===== config.mk =====
export PLATFORM = sky130hd
export DESIGN_NAME = nvsc_host
export DESIGN_NICKNAME = d
export VERILOG_FILES = /design/src/hw/nvsc_pkg.sv /design/src/hw/nvsc_host.sv /design/src/hw/nvsc_timer.sv
export SDC_FILE = /design/constraint.sdc
export NUM_CORES = 1
export LEC_CHECK = 0
export BUFFER_PORTS_ARGS = -buffer_cell sky130_fd_sc_hd__buf_4
export CAP_MARGIN = 30
export CORE_AREA = 4 4 98 100
export DETAILED_ROUTE_END_ITERATION = 10
export DIE_AREA = 0 0 102 104
export SYNTH_ARGS = -nofsm -noshare
export SYNTH_HDL_FRONTEND = slang
export SYNTH_SLANG_ARGS = --single-unit

===== constraint.sdc =====
create_clock -name clk -period 4.14 [get_ports clk]
set_clock_uncertainty 0.15 [all_clocks]
set_input_delay 0.207 -clock clk [delete_from_list [all_inputs] [get_ports clk]]
set_output_delay 0.207 -clock clk [all_outputs]
set_load 0.01 [all_outputs]

===== src/hw/nvsc_pkg.sv =====
// How it works
// - Host keeps address steady across the whole write.
// - Byte captured at the rising edge ending the write; data valid before.
// - Host keeps output enable high throughout a write.
// - Store starts on select, chip select, write low, output enable high.
// - Host waits the power-up recall time before any SRAM access.
// - Host presents no write state when the power-up recall ends.
package nvsc_pkg;
  localparam int CLK_PERIOD_NS = 10;
  localparam int ADDR_W = 13;
  localparam int DATA_W = 8;
  localparam int OP_W = 2;
  localparam int TMR_W = 20;

  // Host command codes
  localparam logic [OP_W-1:0] OP_READ = 2'h0;
  localparam logic [OP_W-1:0] OP_WRITE = 2'h1;
  localparam logic [OP_W-1:0] OP_STORE = 2'h2;
  localparam logic [OP_W-1:0] OP_RECALL = 2'h3;

  // Times in their own units
  localparam int STORE_TIME_MS = 10;
  localparam int PIN_COPY_TIME_US = 20;
  localparam int POWERUP_COPY_TIME_US = 550;
  localparam int STROBE_TIME_NS = 20;
  localparam int READ_ACCESS_NS = 55;

  // Waits the host must honour, rounded up to whole cycles; the read wait gets one cycle more
  localparam int STORE_CYCLES =
    (STORE_TIME_MS * 1000000 + CLK_PERIOD_NS - 1) / CLK_PERIOD_NS;
  localparam int PIN_COPY_CYCLES =
    (PIN_COPY_TIME_US * 1000 + CLK_PERIOD_NS - 1) / CLK_PERIOD_NS;
  localparam int POWERUP_COPY_CYCLES =
    (POWERUP_COPY_TIME_US * 1000 + CLK_PERIOD_NS - 1) / CLK_PERIOD_NS;
  localparam int STROBE_CYCLES =
    (STROBE_TIME_NS + CLK_PERIOD_NS - 1) / CLK_PERIOD_NS;
  localparam int READ_CYCLES =
    (READ_ACCESS_NS + CLK_PERIOD_NS - 1) / CLK_PERIOD_NS + 1;

  typedef enum logic [2:0] {
    ST_PWRUP,
    ST_BOOT,
    ST_IDLE,
    ST_SETUP,
    ST_ACTIVE,
    ST_END,
    ST_WAIT
  } nvsc_state_t;
endpackage


===== src/hw/nvsc_host.sv =====
`timescale 1ns/1ns
`default_nettype none
module nvsc_host #(
  parameter int STORE_WAIT = nvsc_pkg::STORE_CYCLES,
  parameter int POWERUP_WAIT = nvsc_pkg::POWERUP_COPY_CYCLES
) (
  input wire logic clk,
  input wire logic sys_rst,
  input wire logic cmd_valid,
  input wire logic [nvsc_pkg::OP_W-1:0] cmd_op,
  input wire logic [nvsc_pkg::ADDR_W-1:0] cmd_addr,
  input wire logic [nvsc_pkg::DATA_W-1:0] cmd_wdata,
  output logic cmd_ready,
  output logic rsp_valid,
  output logic [nvsc_pkg::DATA_W-1:0] rsp_rdata,
  output logic ce_n,
  output logic we_n,
  output logic oe_n,
  output logic nv_sel_n,
  output logic [nvsc_pkg::ADDR_W-1:0] loc_bits,
  output logic [nvsc_pkg::DATA_W-1:0] io_bus_o,
  output logic io_bus_oe_n,
  input wire logic [nvsc_pkg::DATA_W-1:0] io_bus_i
);
  localparam int TW = nvsc_pkg::TMR_W;

  nvsc_pkg::nvsc_state_t state_reg;
  nvsc_pkg::nvsc_state_t state_next;
  logic [nvsc_pkg::OP_W-1:0] op_reg;
  logic [nvsc_pkg::OP_W-1:0] op_next;
  logic ce_n_reg, ce_n_next;
  logic we_n_reg, we_n_next;
  logic oe_n_reg, oe_n_next;
  logic nv_n_reg, nv_n_next;
  logic [nvsc_pkg::ADDR_W-1:0] loc_reg, loc_next;
  logic [nvsc_pkg::DATA_W-1:0] dout_reg, dout_next;
  logic dout_oe_n_reg, dout_oe_n_next;
  logic [nvsc_pkg::DATA_W-1:0] rdata_reg, rdata_next;
  logic ready_reg, ready_next;
  logic rsp_reg, rsp_next;
  logic tmr_load;
  logic [TW-1:0] tmr_val;
  logic tmr_done;

  // One timer serves every phase; only one phase runs at a time
  nvsc_timer #(.W(TW)) u_timer (
    .clk(clk),
    .sys_rst(sys_rst),
    .load(tmr_load),
    .load_val(tmr_val),
    .done(tmr_done)
  );

  // Sequencer; every pin moves from its own flop, never a gate
  always_comb begin
    state_next = state_reg;
    op_next = op_reg;
    ce_n_next = ce_n_reg;
    we_n_next = we_n_reg;
    oe_n_next = oe_n_reg;
    nv_n_next = nv_n_reg;
    loc_next = loc_reg;
    dout_next = dout_reg;
    dout_oe_n_next = dout_oe_n_reg;
    rdata_next = rdata_reg;
    ready_next = ready_reg;
    rsp_next = 1'b0;
    tmr_load = 1'b0;
    tmr_val = '0;
    case (state_reg)
      nvsc_pkg::ST_PWRUP: begin
        // Chip select and write high: no write state at recall end
        tmr_load = 1'b1;
        tmr_val = TW'(POWERUP_WAIT - 1);
        state_next = nvsc_pkg::ST_BOOT;
      end
      nvsc_pkg::ST_BOOT: begin
        if (tmr_done) begin
          ready_next = 1'b1;
          state_next = nvsc_pkg::ST_IDLE;
        end
      end
      nvsc_pkg::ST_IDLE: begin
        if (cmd_valid && ready_reg) begin
          ready_next = 1'b0;
          op_next = cmd_op;
          // Address set a cycle before read and write strobes fall; store and recall drop all but their last strobe with it
          loc_next = cmd_addr;
          state_next = nvsc_pkg::ST_SETUP;
          case (cmd_op)
            nvsc_pkg::OP_WRITE: begin
              dout_next = cmd_wdata;
              dout_oe_n_next = 1'b0;
            end
            nvsc_pkg::OP_STORE: begin
              // Stage select and chip select; write strobe comes last
              nv_n_next = 1'b0;
              ce_n_next = 1'b0;
            end
            nvsc_pkg::OP_RECALL: begin
              // Stage read state; nonvolatile select falls last
              ce_n_next = 1'b0;
              oe_n_next = 1'b0;
            end
            default: begin
            end
          endcase
        end
      end
      nvsc_pkg::ST_SETUP: begin
        tmr_load = 1'b1;
        tmr_val = TW'(nvsc_pkg::STROBE_CYCLES - 1);
        state_next = nvsc_pkg::ST_ACTIVE;
        case (op_reg)
          nvsc_pkg::OP_READ: begin
            ce_n_next = 1'b0;
            oe_n_next = 1'b0;
            tmr_val = TW'(nvsc_pkg::READ_CYCLES - 1);
          end
          nvsc_pkg::OP_WRITE: begin
            // Output enable stays high to avoid bus contention
            ce_n_next = 1'b0;
            we_n_next = 1'b0;
          end
          nvsc_pkg::OP_STORE: begin
            we_n_next = 1'b0;
          end
          default: begin
            nv_n_next = 1'b0;
          end
        endcase
      end
      nvsc_pkg::ST_ACTIVE: begin
        if (tmr_done) begin
          if (op_reg == nvsc_pkg::OP_READ) begin
            rdata_next = io_bus_i;
          end
          // Write strobe rises while data is still driven
          we_n_next = 1'b1;
          ce_n_next = 1'b1;
          oe_n_next = 1'b1;
          nv_n_next = 1'b1;
          state_next = nvsc_pkg::ST_END;
        end
      end
      nvsc_pkg::ST_END: begin
        dout_oe_n_next = 1'b1;
        if (op_reg == nvsc_pkg::OP_STORE) begin
          tmr_load = 1'b1;
          tmr_val = TW'(STORE_WAIT - 1);
          state_next = nvsc_pkg::ST_WAIT;
        end else if (op_reg == nvsc_pkg::OP_RECALL) begin
          tmr_load = 1'b1;
          tmr_val = TW'(nvsc_pkg::PIN_COPY_CYCLES - 1);
          state_next = nvsc_pkg::ST_WAIT;
        end else begin
          rsp_next = 1'b1;
          ready_next = 1'b1;
          state_next = nvsc_pkg::ST_IDLE;
        end
      end
      nvsc_pkg::ST_WAIT: begin
        // Pins idle while the part copies; it ignores them anyway
        if (tmr_done) begin
          rsp_next = 1'b1;
          ready_next = 1'b1;
          state_next = nvsc_pkg::ST_IDLE;
        end
      end
      default: begin
        state_next = nvsc_pkg::ST_PWRUP;
      end
    endcase
  end

  always_ff @(posedge clk) begin
    if (sys_rst) begin
      state_reg <= nvsc_pkg::ST_PWRUP;
      op_reg <= nvsc_pkg::OP_READ;
      ce_n_reg <= 1'b1;
      we_n_reg <= 1'b1;
      oe_n_reg <= 1'b1;
      nv_n_reg <= 1'b1;
      loc_reg <= '0;
      dout_reg <= '0;
      dout_oe_n_reg <= 1'b1;
      rdata_reg <= '0;
      ready_reg <= 1'b0;
      rsp_reg <= 1'b0;
    end else begin
      state_reg <= state_next;
      op_reg <= op_next;
      ce_n_reg <= ce_n_next;
      we_n_reg <= we_n_next;
      oe_n_reg <= oe_n_next;
      nv_n_reg <= nv_n_next;
      loc_reg <= loc_next;
      dout_reg <= dout_next;
      dout_oe_n_reg <= dout_oe_n_next;
      rdata_reg <= rdata_next;
      ready_reg <= ready_next;
      rsp_reg <= rsp_next;
    end
  end

  assign cmd_ready = ready_reg;
  assign rsp_valid = rsp_reg;
  assign rsp_rdata = rdata_reg;
  assign ce_n = ce_n_reg;
  assign we_n = we_n_reg;
  assign oe_n = oe_n_reg;
  assign nv_sel_n = nv_n_reg;
  assign loc_bits = loc_reg;
  assign io_bus_o = dout_reg;
  assign io_bus_oe_n = dout_oe_n_reg;

  // Cycles since reset, saturating, for the power-up check only
  logic [TW-1:0] since_rst_reg;
  logic [TW-1:0] since_rst_next;
  always_comb begin
    since_rst_next = since_rst_reg;
    if (since_rst_reg != '1) begin
      since_rst_next = since_rst_reg + TW'(1);
    end
  end
  always_ff @(posedge clk) begin
    if (sys_rst) begin
      since_rst_reg <= '0;
    end else begin
      since_rst_reg <= since_rst_next;
    end
  end
endmodule
`default_nettype wire


===== src/hw/nvsc_timer.sv =====
`timescale 1ns/1ns
`default_nettype none
module nvsc_timer #(
  parameter int W = 20
) (
  input wire logic clk,
  input wire logic sys_rst,
  input wire logic load,
  input wire logic [W-1:0] load_val,
  output logic done
);
  logic [W-1:0] cnt_reg;
  logic [W-1:0] cnt_next;

  // Load wins over counting so a new phase always restarts cleanly
  always_comb begin
    cnt_next = cnt_reg;
    if (load) begin
      cnt_next = load_val;
    end else if (cnt_reg != '0) begin
      cnt_next = cnt_reg - W'(1);
    end
  end

  always_ff @(posedge clk) begin
    if (sys_rst) begin
      cnt_reg <= '0;
    end else begin
      cnt_reg <= cnt_next;
    end
  end

  assign done = (cnt_reg == '0) && !load;
endmodule
`default_nettype wire


==> run metrics, run 1 <==
status finished, final reports clean; syn nets 404; die width 102 um; Post-CTS Setup Inserts 0; clock buffer depth 2; P_leak 1.65 nW; grt ovf 0; sequential area share after synthesis 41.6%; most frequent cells in the layout 70 x buf_4, 69 x nand2_1, 61 x dfxtp_1, 35 x a21oi_1, 31 x dlygate4sd3_1; # nets final 494; Post-Syn Area per Cell 8.20 um^2; core area 8680 um^2; First-pass DRT Iterations 4; largest delay contributor family on the critical path simple AND/OR/NAND/NOR gates; async set or reset register ratio after synthesis 0%; clock-pin slew on the worst setup and hold paths 0.07 ns; Startpoint Class flop; IO Pins 70; class of the most critical setup path flop to flop; placed wire-length estimate 5250 um; DRC Markers 0; Critical Path End Type flop; H-Tree Depth 3; Tightest Pin Transition 1.15 ns; commonest non-fill, non-tap cell in the layout buf_4; Crit path largest cell delay 0.89 ns; placed cells 514; Starting Density 33.8%; Switch Pwr 725 uW; GRT Resource Usage Total 14.9%; Avg Vias per Cell 5.06; Synth top area share 41.6%; min cycle time layout 3.32 ns; Buffers & Inverters on Critical Path 1; ANT cells 0; port bufs 69; Synth Flop Type dfxtp_1; critical-path cell list inv_1 > ha_1 > nand2b_1 > o211ai_1 > or4_1 > nor3_4 > mux2i_1; unrepaired setup endpoints after global routing no; Layout fillers 855; CTS buffer count 9; Sequential Power Share 38.2%; CTS tree done; Clock Power Share 26.4%; min-delay src sys_rst; Synth cell types 45; initial antenna violation count 0; gpl congestion 0.830; worst hold path class input port to flop; largest area contributor in the netlist dfxtp_1; share of cells above drive strength 1 19.6%; endpoints failing setup 0; clk sink count 61; period utilization 80.2%; die height 104 um; maxcap violations 0; # rows 34; drt wl/cell 13.6 um; FMAX 0.301 GHz; largest net degree at the start of global routing 39; fin. max-slew vios 0; Cell Pwr Density 494 nW/um^2; Arr. time, crit path 3.44 ns; total internal power 1.26 mW; CTS Root Buffer Type clkbuf_8; Starting DRT DRC Count 175; vias in the first global route 2,641; Hold Path Sink loc_bits[9]; post-route ant nets 0; CP max FO 14; RR Endpoint rsp_rdata[1]; synth top area cells dfxtp_1 42%, nand2_1 8.8%, a21oi_1 6.0%; RR Startpoint state_reg[0]; via count 2,837; switching part of the total 36.5%; Slew HR 22.6%; depth of the most critical reg-to-reg path 7; setup total negative slack 0 ns; Post-synth EDFFs 0; power share of the combinational group 35.4%; Final Hold Viols 0; synthesis-to-finish area growth 36.7%; flop2flop setup slack 0.82 ns; Worst Hold Depth 2; Worst EP required 4.26 ns; Mapped Area 2940 um^2; die footprint 10,600 um^2; cell count after synthesis 358; WL final 7650 um; first-pass GRT wire length 12,800 um; Worst VDD drop 0.000209 V; clk_lat worst skew 0.34 ns; Finished Layout Cells 561; Yosys reg bits 61; max FFs per register 20; Yosys warnings 0; slowest CP cell or4_1
## synthesized netlist by cell type (all sizes together), types with 6 or more instances
cell type / number
a21oi: 35
a31oi: 6
ha: 12
nor4: 7
nand2: 69
or4: 9
dfxtp: 61
clkbuf: 19
nor3: 6
nor2: 19
mux2i: 17
o21ai: 16
inv: 17
## per-layer routing
| layer | wire [um] | track usage (%) |
|---|---|---|
| met2 | 3730 | 24.0 |
| met1 | 3440 | 19.0 |
| met3 | 343 | 4.02 |
| met5 | 0 | 0 |
| met4 | 141 | 5.34 |
## how the worst max path moves through the flow
stage                              end          startpoint  slack (ns)  depth (start not counted)
after CTS                 rsp_rdata[1]        state_reg[0]        0.82                          7
after floorplan           rsp_rdata[0]  u_timer.cnt_reg[4]        1.30                          7
after global placement    rsp_rdata[4]        state_reg[0]        0.93                          7
after detailed placement  rsp_rdata[2]        state_reg[0]        0.83                          7
after global routing      rsp_rdata[7]        state_reg[0]        0.52                          7
final                     rsp_rdata[1]        state_reg[0]        0.82                          7
## logic make-up after synthesis
kind of cell / share of synthesized area [%]
AOI/OAI and AO/OA: 17.3
xor gates and xnor gates: 2.09
adders and majority gates: 5.11
buffers and inverters: 5.11
DFF: 41.6
muxes: 5.80
and+or+nand+nor: 23.0
## area by class of cell
type | instances | area [um^2] | area share (%)
Sequential cell | 61 | 1220 | 30.4
Clock buffer | 12 | 145 | 3.62
Multi-Input combinational cell | 258 | 1560 | 39.0
Clock inverter | 4 | 47.5 | 1.18
Tap cell | 108 | 135 | 3.37
Inverter | 17 | 63.8 | 1.59
Timing Repair Buffer | 101 | 836 | 20.8
## timing repair
action / 4_1_cts / 5_1_grt
gates resized for setup: 0 / 0
hold endpoints to repair: 31 / 0
hold buffers: 31 / 0
## power by group through the flow
stage | Combinational [mW] | Sequential [mW] | Clock [mW]
floorplan | 0.520 | 0.746 | 0
global placement | 0.667 | 0.764 | 0
detailed placement | 0.672 | 0.770 | 0
CTS | 0.699 | 0.757 | 0.536
global route | 0.788 | 0.773 | 0.564
finish | 0.702 | 0.758 | 0.524
## per-stage QoR
step                hold slack (ns)  setup WS (ns)  power (mW)  utilization, %  cell area (um^2)
finish                        0.148          0.820        1.98            46.2              4010
global route                  0.144          0.518        2.13            46.2              4010
CTS                           0.133          0.817        1.99            46.2              4010
detailed placement            0.292          0.825        1.44            40.4              3510
global placement              0.286          0.929        1.43            40.4              3510
floorplan                     0.193           1.30        1.27               -              2940
No activity file was read; power rests on OpenSTA's default activity.
==> run 2, diff against run 1 <==
==> constraint.sdc (replaced) <==
create_clock -name clk -period 2.73 [get_ports clk]
set_clock_uncertainty 0.15 [all_clocks]
set_input_delay 0.1365 -clock clk [delete_from_list [all_inputs] [get_ports clk]]
set_output_delay 0.1365 -clock clk [all_outputs]
set_load 0.01 [all_outputs]
==> run 2 against run 1 <==
Against the previous run: critical path depth unchanged; core utilization up 2.3 points; worst hold slack lost 0.070 ns; register-to-register slack worse by 0.75 ns; design area rose by 5.0%; non-clock buffer count is 23 higher; global-route usage is 0.95 points higher; clock power up 38%; final cell count up 4.1%; count of clock-buffer cells in the layout unchanged; die area is the same; critical path type unchanged; largest power group is now combinational logic.
==> run metrics, run 2 (same netlist as run 1, synthesis figures left out) <==
status finished, final reports clean; clock-pin slew on the worst setup and hold paths 0.07 ns (about the same); slowest CP cell or4_4; gpl congestion 0.873 (+5.2%); CTS tree done; WL final 8080 um (+5.5%); min-delay src sys_rst; CTS Root Buffer Type clkbuf_8; post-layout util 48.5% (+2.3 points); # rows 34 (unchanged); Power Total 3.15 mW (+59%); H-Tree Depth 3 (unchanged); most frequent cells in the layout 91 x buf_4, 69 x nand2_1, 60 x dfxtp_1, 34 x a21oi_1, 31 x dlygate4sd3_1; gr busiest metal met2; Starting Density 33.8% (unchanged); IO Pins 70 (unchanged); Hold Path Sink io_bus_o[3]; maxcap violations 0 (unchanged); flop2flop setup slack 0.07 ns (-0.75 ns); commonest non-fill, non-tap cell in the layout buf_4; Crit path largest cell delay 0.54 ns (-0.35 ns); met3 Use GR 3.89% (-0.13 points); CP max FO 11 (-3); Min Hold Slack 0.0776 ns (-0.0703 ns); Buffers & Inverters on Critical Path 2 (+1); Post-CTS Setup Inserts 0 (unchanged); die width 102 um (unchanged); synthesis-to-finish area growth 43.5%; Avg Vias per Cell 4.98 (-1.5%); Worst Setup SP u_timer.cnt_reg[4]; endpoints failing setup 0 (unchanged); largest delay contributor family on the critical path simple AND/OR/NAND/NOR gates; DRC Markers 0 (unchanged); fin worst setup slack 0.0710 ns (-0.749 ns); worst hold path class input port to flop; class of the most critical setup path flop to flop; ANT cells 0 (unchanged); unrepaired setup endpoints after global routing yes; Worst EP required 2.84 ns (-1.42 ns); Arr. time, crit path 2.77 ns (-0.67 ns); largest net degree at the start of global routing 39 (unchanged); drt wl/cell 13.8 um (+1.4%); Cell Pwr Density 748 nW/um^2 (+51%); first-pass GRT wire length 13,600 um (+6.2%); Critical Path End Type flop; Tightest Pin Transition 0.623 ns (-0.528 ns); Slew HR 58.4% (+36 points); Worst VDD drop 0.000319 V (+53%); GRT Resource Usage Total 15.9% (+0.95 points); Setup Slack @ Placement -0.0114 ns (-0.837 ns); post-route ant nets 0 (unchanged); CP most frequent cell or4_4; die height 104 um (unchanged); fin. max-slew vios 0 (unchanged); P_leak 1.77 nW (+7.2%); critical-path cell list or4_4 > or4b_4 > or4_4 > buf_6 > nor3_4 > buf_12 > mux2i_1; depth of the most critical reg-to-reg path 7 (unchanged); Layout fillers 857 (+0.23%); Starting DRT DRC Count 149 (-15%); # nets final 517 (+4.7%); M2 GR Usage 26.0% (+2.0 points); placed wire-length estimate 5690 um (+8.3%); RR Endpoint rsp_rdata[4]; period utilization 97.4% (+17 points); port bufs 69 (unchanged); RR Startpoint u_timer.cnt_reg[4]; grt ovf 0 (unchanged); clk sink count 61 (unchanged); initial antenna violation count 0 (unchanged); GR Util met1 20.1% (+1.1 points); clk_lat worst skew 0.34 ns (about the same); clock buffer depth 2 (unchanged); Startpoint Class flop; share of cells above drive strength 1 25.0% (+5.4 points); min cycle time layout 2.66 ns (-0.661 ns); die footprint 10,600 um^2 (unchanged); Final Hold Viols 0 (unchanged); max FFs per register 20 (unchanged); setup total negative slack 0 ns (unchanged); core area 8680 um^2 (unchanged); vias in the first global route 2,929 (+11%); First-pass DRT Iterations 4 (unchanged); Worst Hold Depth 2 (unchanged); FMAX 0.376 GHz (+25%); via count 2,909 (+2.5%); CTS buffer count 9 (unchanged)
## run 2: cell count changes in the layout (fill, tap and decap cells not counted), sizes merged
cell / previous run / this run
buf: 70 / 93
clkinv: 2 / 3
bufinv: 1 / 0
## run 2: per-layer routing
layer	vias up	routed length (um)
li1	1484	-
met5	-	0
met2	79	3940
met4	0	100
met1	1337	3590
met3	9	445
## run 2: worst max-delay path by stage
stage / endpoint / slack [ns] / cells after the start
after floorplan: rsp_rdata[0] / -0.11 / 7
final: rsp_rdata[4] / 0.07 / 7
after detailed placement: rsp_rdata[6] / -0.01 / 7
after global placement: rsp_rdata[4] / 0.008 / 7
after CTS: rsp_rdata[4] / 0.002 / 7
after global routing: rsp_rdata[2] / -0.02 / 7
## run 2: final cells by class
| cell class | count | area [um^2] | share of cell area, % |
|---|---|---|---|
| multi-input cells | 258 | 1590 | 37.7 |
| flip-flops and latches | 61 | 1220 | 29.0 |
| inverters | 17 | 63.8 | 1.52 |
| well taps | 108 | 135 | 3.21 |
| clock inverters | 4 | 22.5 | 0.535 |
| repair buffers | 124 | 1020 | 24.3 |
| clock buffers | 12 | 155 | 3.68 |
## run 2: power by group
part	switching [mW]	internal, mW	leakage (nW)
clock network	0.350	0.374	0.0921
registers	0.119	1.02	0.497
logic	0.690	0.599	1.18
total	1.16	1.99	1.77
## run 2: what timing repair did
action	4_1_cts	5_1_grt
gates resized for setup	3	5
endpoints found under the hold margin	31	0
setup endpoints to repair	9	17
hold buffers	31	0
pin swaps	0	1
## run 2: per-stage QoR
stage	cells	area [um^2]
6_report	584	4210
5_1_grt	584	4210
4_1_cts	584	4190
3_5_place_dp	537	3690
3_3_place_gp	537	3690
2_1_floorplan	358	2940
==> run 3, diff against run 2 <==
--- a/config.mk
+++ b/config.mk
@@ -7,9 +7,12 @@
 export LEC_CHECK = 0
 export BUFFER_PORTS_ARGS = -buffer_cell sky130_fd_sc_hd__buf_4
 export CAP_MARGIN = 30
-export CORE_AREA = 4 4 98 100
+export CELL_PAD_IN_SITES_DETAIL_PLACEMENT = 2
+export CELL_PAD_IN_SITES_GLOBAL_PLACEMENT = 2
+export CORE_AREA = 4 4 108 110
 export DETAILED_ROUTE_END_ITERATION = 10
-export DIE_AREA = 0 0 102 104
+export DIE_AREA = 0 0 112 114
+export PLACE_DENSITY_LB_ADDON = 0.1
 export SYNTH_ARGS = -nofsm -noshare
 export SYNTH_HDL_FRONTEND = slang
 export SYNTH_SLANG_ARGS = --single-unit
==> run 3 against run 2 <==
Against the previous run: combinational power rose by 9%; first-iteration DRC count fell by 38%; die area rose by 20%; maximum frequency rose by 0.72%; clock power rose by 9.0%; count of clock-buffer cells in the layout did not move; power rose by 5.8%; wire length rose by 28%; sequential share of layout area fell by 0.94 points; via count rose by 5.6%; global-route usage rose by 1.0 points; non-clock buffer count rose by 11; highest routed layer unchanged.
==> run metrics, run 3 (same netlist as run 1, synthesis figures left out) <==
status finished, final reports clean; Starting Density 27.4% (-6.4 points); Final Hold Viols 0 (unchanged); largest net degree at the start of global routing 39 (unchanged); Starting DRT DRC Count 92 (-38%); max FFs per register 20 (unchanged); gpl congestion 0.762 (-13%); post-layout util 40.7% (-7.8 points); FMAX 0.379 GHz (+0.72%); GRT Resource Usage Total 16.9% (+1.0 points); Worst EP required 2.82 ns (-0.02 ns); Crit path largest cell delay 0.55 ns (about the same); via count 3,072 (+5.6%); grt ovf 0 (unchanged); IO Pins 70 (unchanged); first-pass GRT wire length 17,300 um (+27%); clk sink count 61 (unchanged); CP max FO 5 (-6); WL final 10,300 um (+28%); post-route ant nets 0 (unchanged); Layout fillers 1,210 (+41%); CTS buffer count 9 (unchanged); min cycle time layout 2.64 ns (-0.0190 ns); # nets final 528 (+2.1%); maxcap violations 0 (unchanged); fin. max-slew vios 0 (unchanged); Startpoint Class flop; Storage cell area 1220 um^2 (unchanged); Power Total 3.33 mW (+5.8%); clock buffer depth 2 (unchanged); Slew HR 64.6% (+6.2 points); Arr. time, crit path 2.73 ns (-0.04 ns); clk_lat worst skew 0.35 ns (about the same); DP Area 3830 um^2 (+3.7%); CTS Root Buffer Type clkbuf_8; die height 114 um (+9.6%); # rows 38 (+12%); H-Tree Depth 3 (unchanged); Worst VDD drop 0.000266 V (-17%); initial antenna violation count 0 (unchanged); DRC Markers 0 (unchanged); area of the multi-input gates 1600 um^2 (+0.47%); P_leak 1.82 nW (+3.3%); synthesis-to-finish area growth 48.3%; CP most frequent cell or4_4; most frequent cells in the layout 102 x buf_4, 69 x nand2_1, 60 x dfxtp_1, 34 x a21oi_1, 31 x dlygate4sd3_1; share of cells above drive strength 1 26.4% (+1.4 points); CTS tree done; core area 10,700 um^2 (+23%); Critical Path End Type flop; period utilization 96.7% (-0.70 points); port bufs 69 (unchanged); First-pass DRT Iterations 4 (unchanged); die width 112 um (+9.8%); Tightest Pin Transition 0.526 ns (-0.0971 ns); class of the most critical setup path flop to flop; ANT cells 0 (unchanged); flop2flop setup slack 0.09 ns (+0.02 ns); commonest non-fill, non-tap cell in the layout buf_4; Cell Pwr Density 766 nW/um^2 (+2.4%); vias in the first global route 3,414 (+17%); Avg Vias per Cell 4.92 (-1.3%); unrepaired setup endpoints after global routing no; critical-path cell list or4_4 > or4b_4 > or4_4 > buf_4 > a211o_1 > o211a_1; drt wl/cell 16.5 um (+19%); Final Cell Area 4350 um^2 (+3.4%); die footprint 12,800 um^2 (+20%); endpoints failing setup 0 (unchanged); slowest CP cell or4_4; clock-pin slew on the worst setup and hold paths 0.07 ns (about the same); worst hold path class input port to flop; placed wire-length estimate 7210 um (+27%)
-- run 3: final cells by class --
class | count | area share [%]
clock buffer | 12 | 3.33
clock inverter | 2 | 0.805
inverter | 17 | 1.47
multi-input combinational | 258 | 36.6
sequential | 61 | 28.1
tap | 140 | 4.02
timing repair buffer | 135 | 25.6
-- run 3: timing repair --
item                       CTS  global route
gates resized for setup      5             3
buffers inserted             0             0
gates cloned                 0             0
hold endpoints to repair    31             0
hold buffers                31             0
setup endpoints to repair   27            23
-- run 3: critical path: cells and delay by family (launching register included) --
family                 cells  cell delay, ns
flip-flops                 1            0.32
buffers and inverters      1            0.18
AND/OR/NAND/NOR            3            1.53
AO/OA/AOI/OAI              2            0.35
-- run 3: per-layer routing --
metal	vias up	GRT usage, %	routed length (um)	share of wire [%]
met1	1495	19.1	4330	42
met5	-	0	0	0
li1	1505	-	-	-
met3	17	3.93	384	3.7
met4	0	6.01	204	2.0
met2	55	31.1	5400	52
-- run 3: power by group --
group	total, mW	internal, mW	switching, mW
Combinational	1.41	0.629	0.777
Sequential	1.14	1.02	0.120
Clock	0.790	0.436	0.354
-- run 3: through the flow --
step / instances / setup WS, ns / hold WS, ns / setup TNS [ns]
final: 625 / 0.0899 / 0.0810 / 0
after floorplan: 358 / -0.110 / 0.122 / -0.920
after CTS: 625 / 0.0279 / 0.0659 / 0
after global placement: 580 / -0.0398 / 0.220 / -0.0589
after detailed placement: 580 / -0.106 / 0.231 / -0.743
after global routing: 625 / 0.00994 / 0.0981 / 0
-- run 3: worst paths after layout --
path	startpoint	end	depth (start not counted)
worst max-delay path	u_timer.cnt_reg[4]	state_reg[0]	6
worst min-delay path	sys_rst	io_bus_o[2]	2
worst max register to register	u_timer.cnt_reg[4]	state_reg[0]	6
worst min register to register	we_n	we_n	2
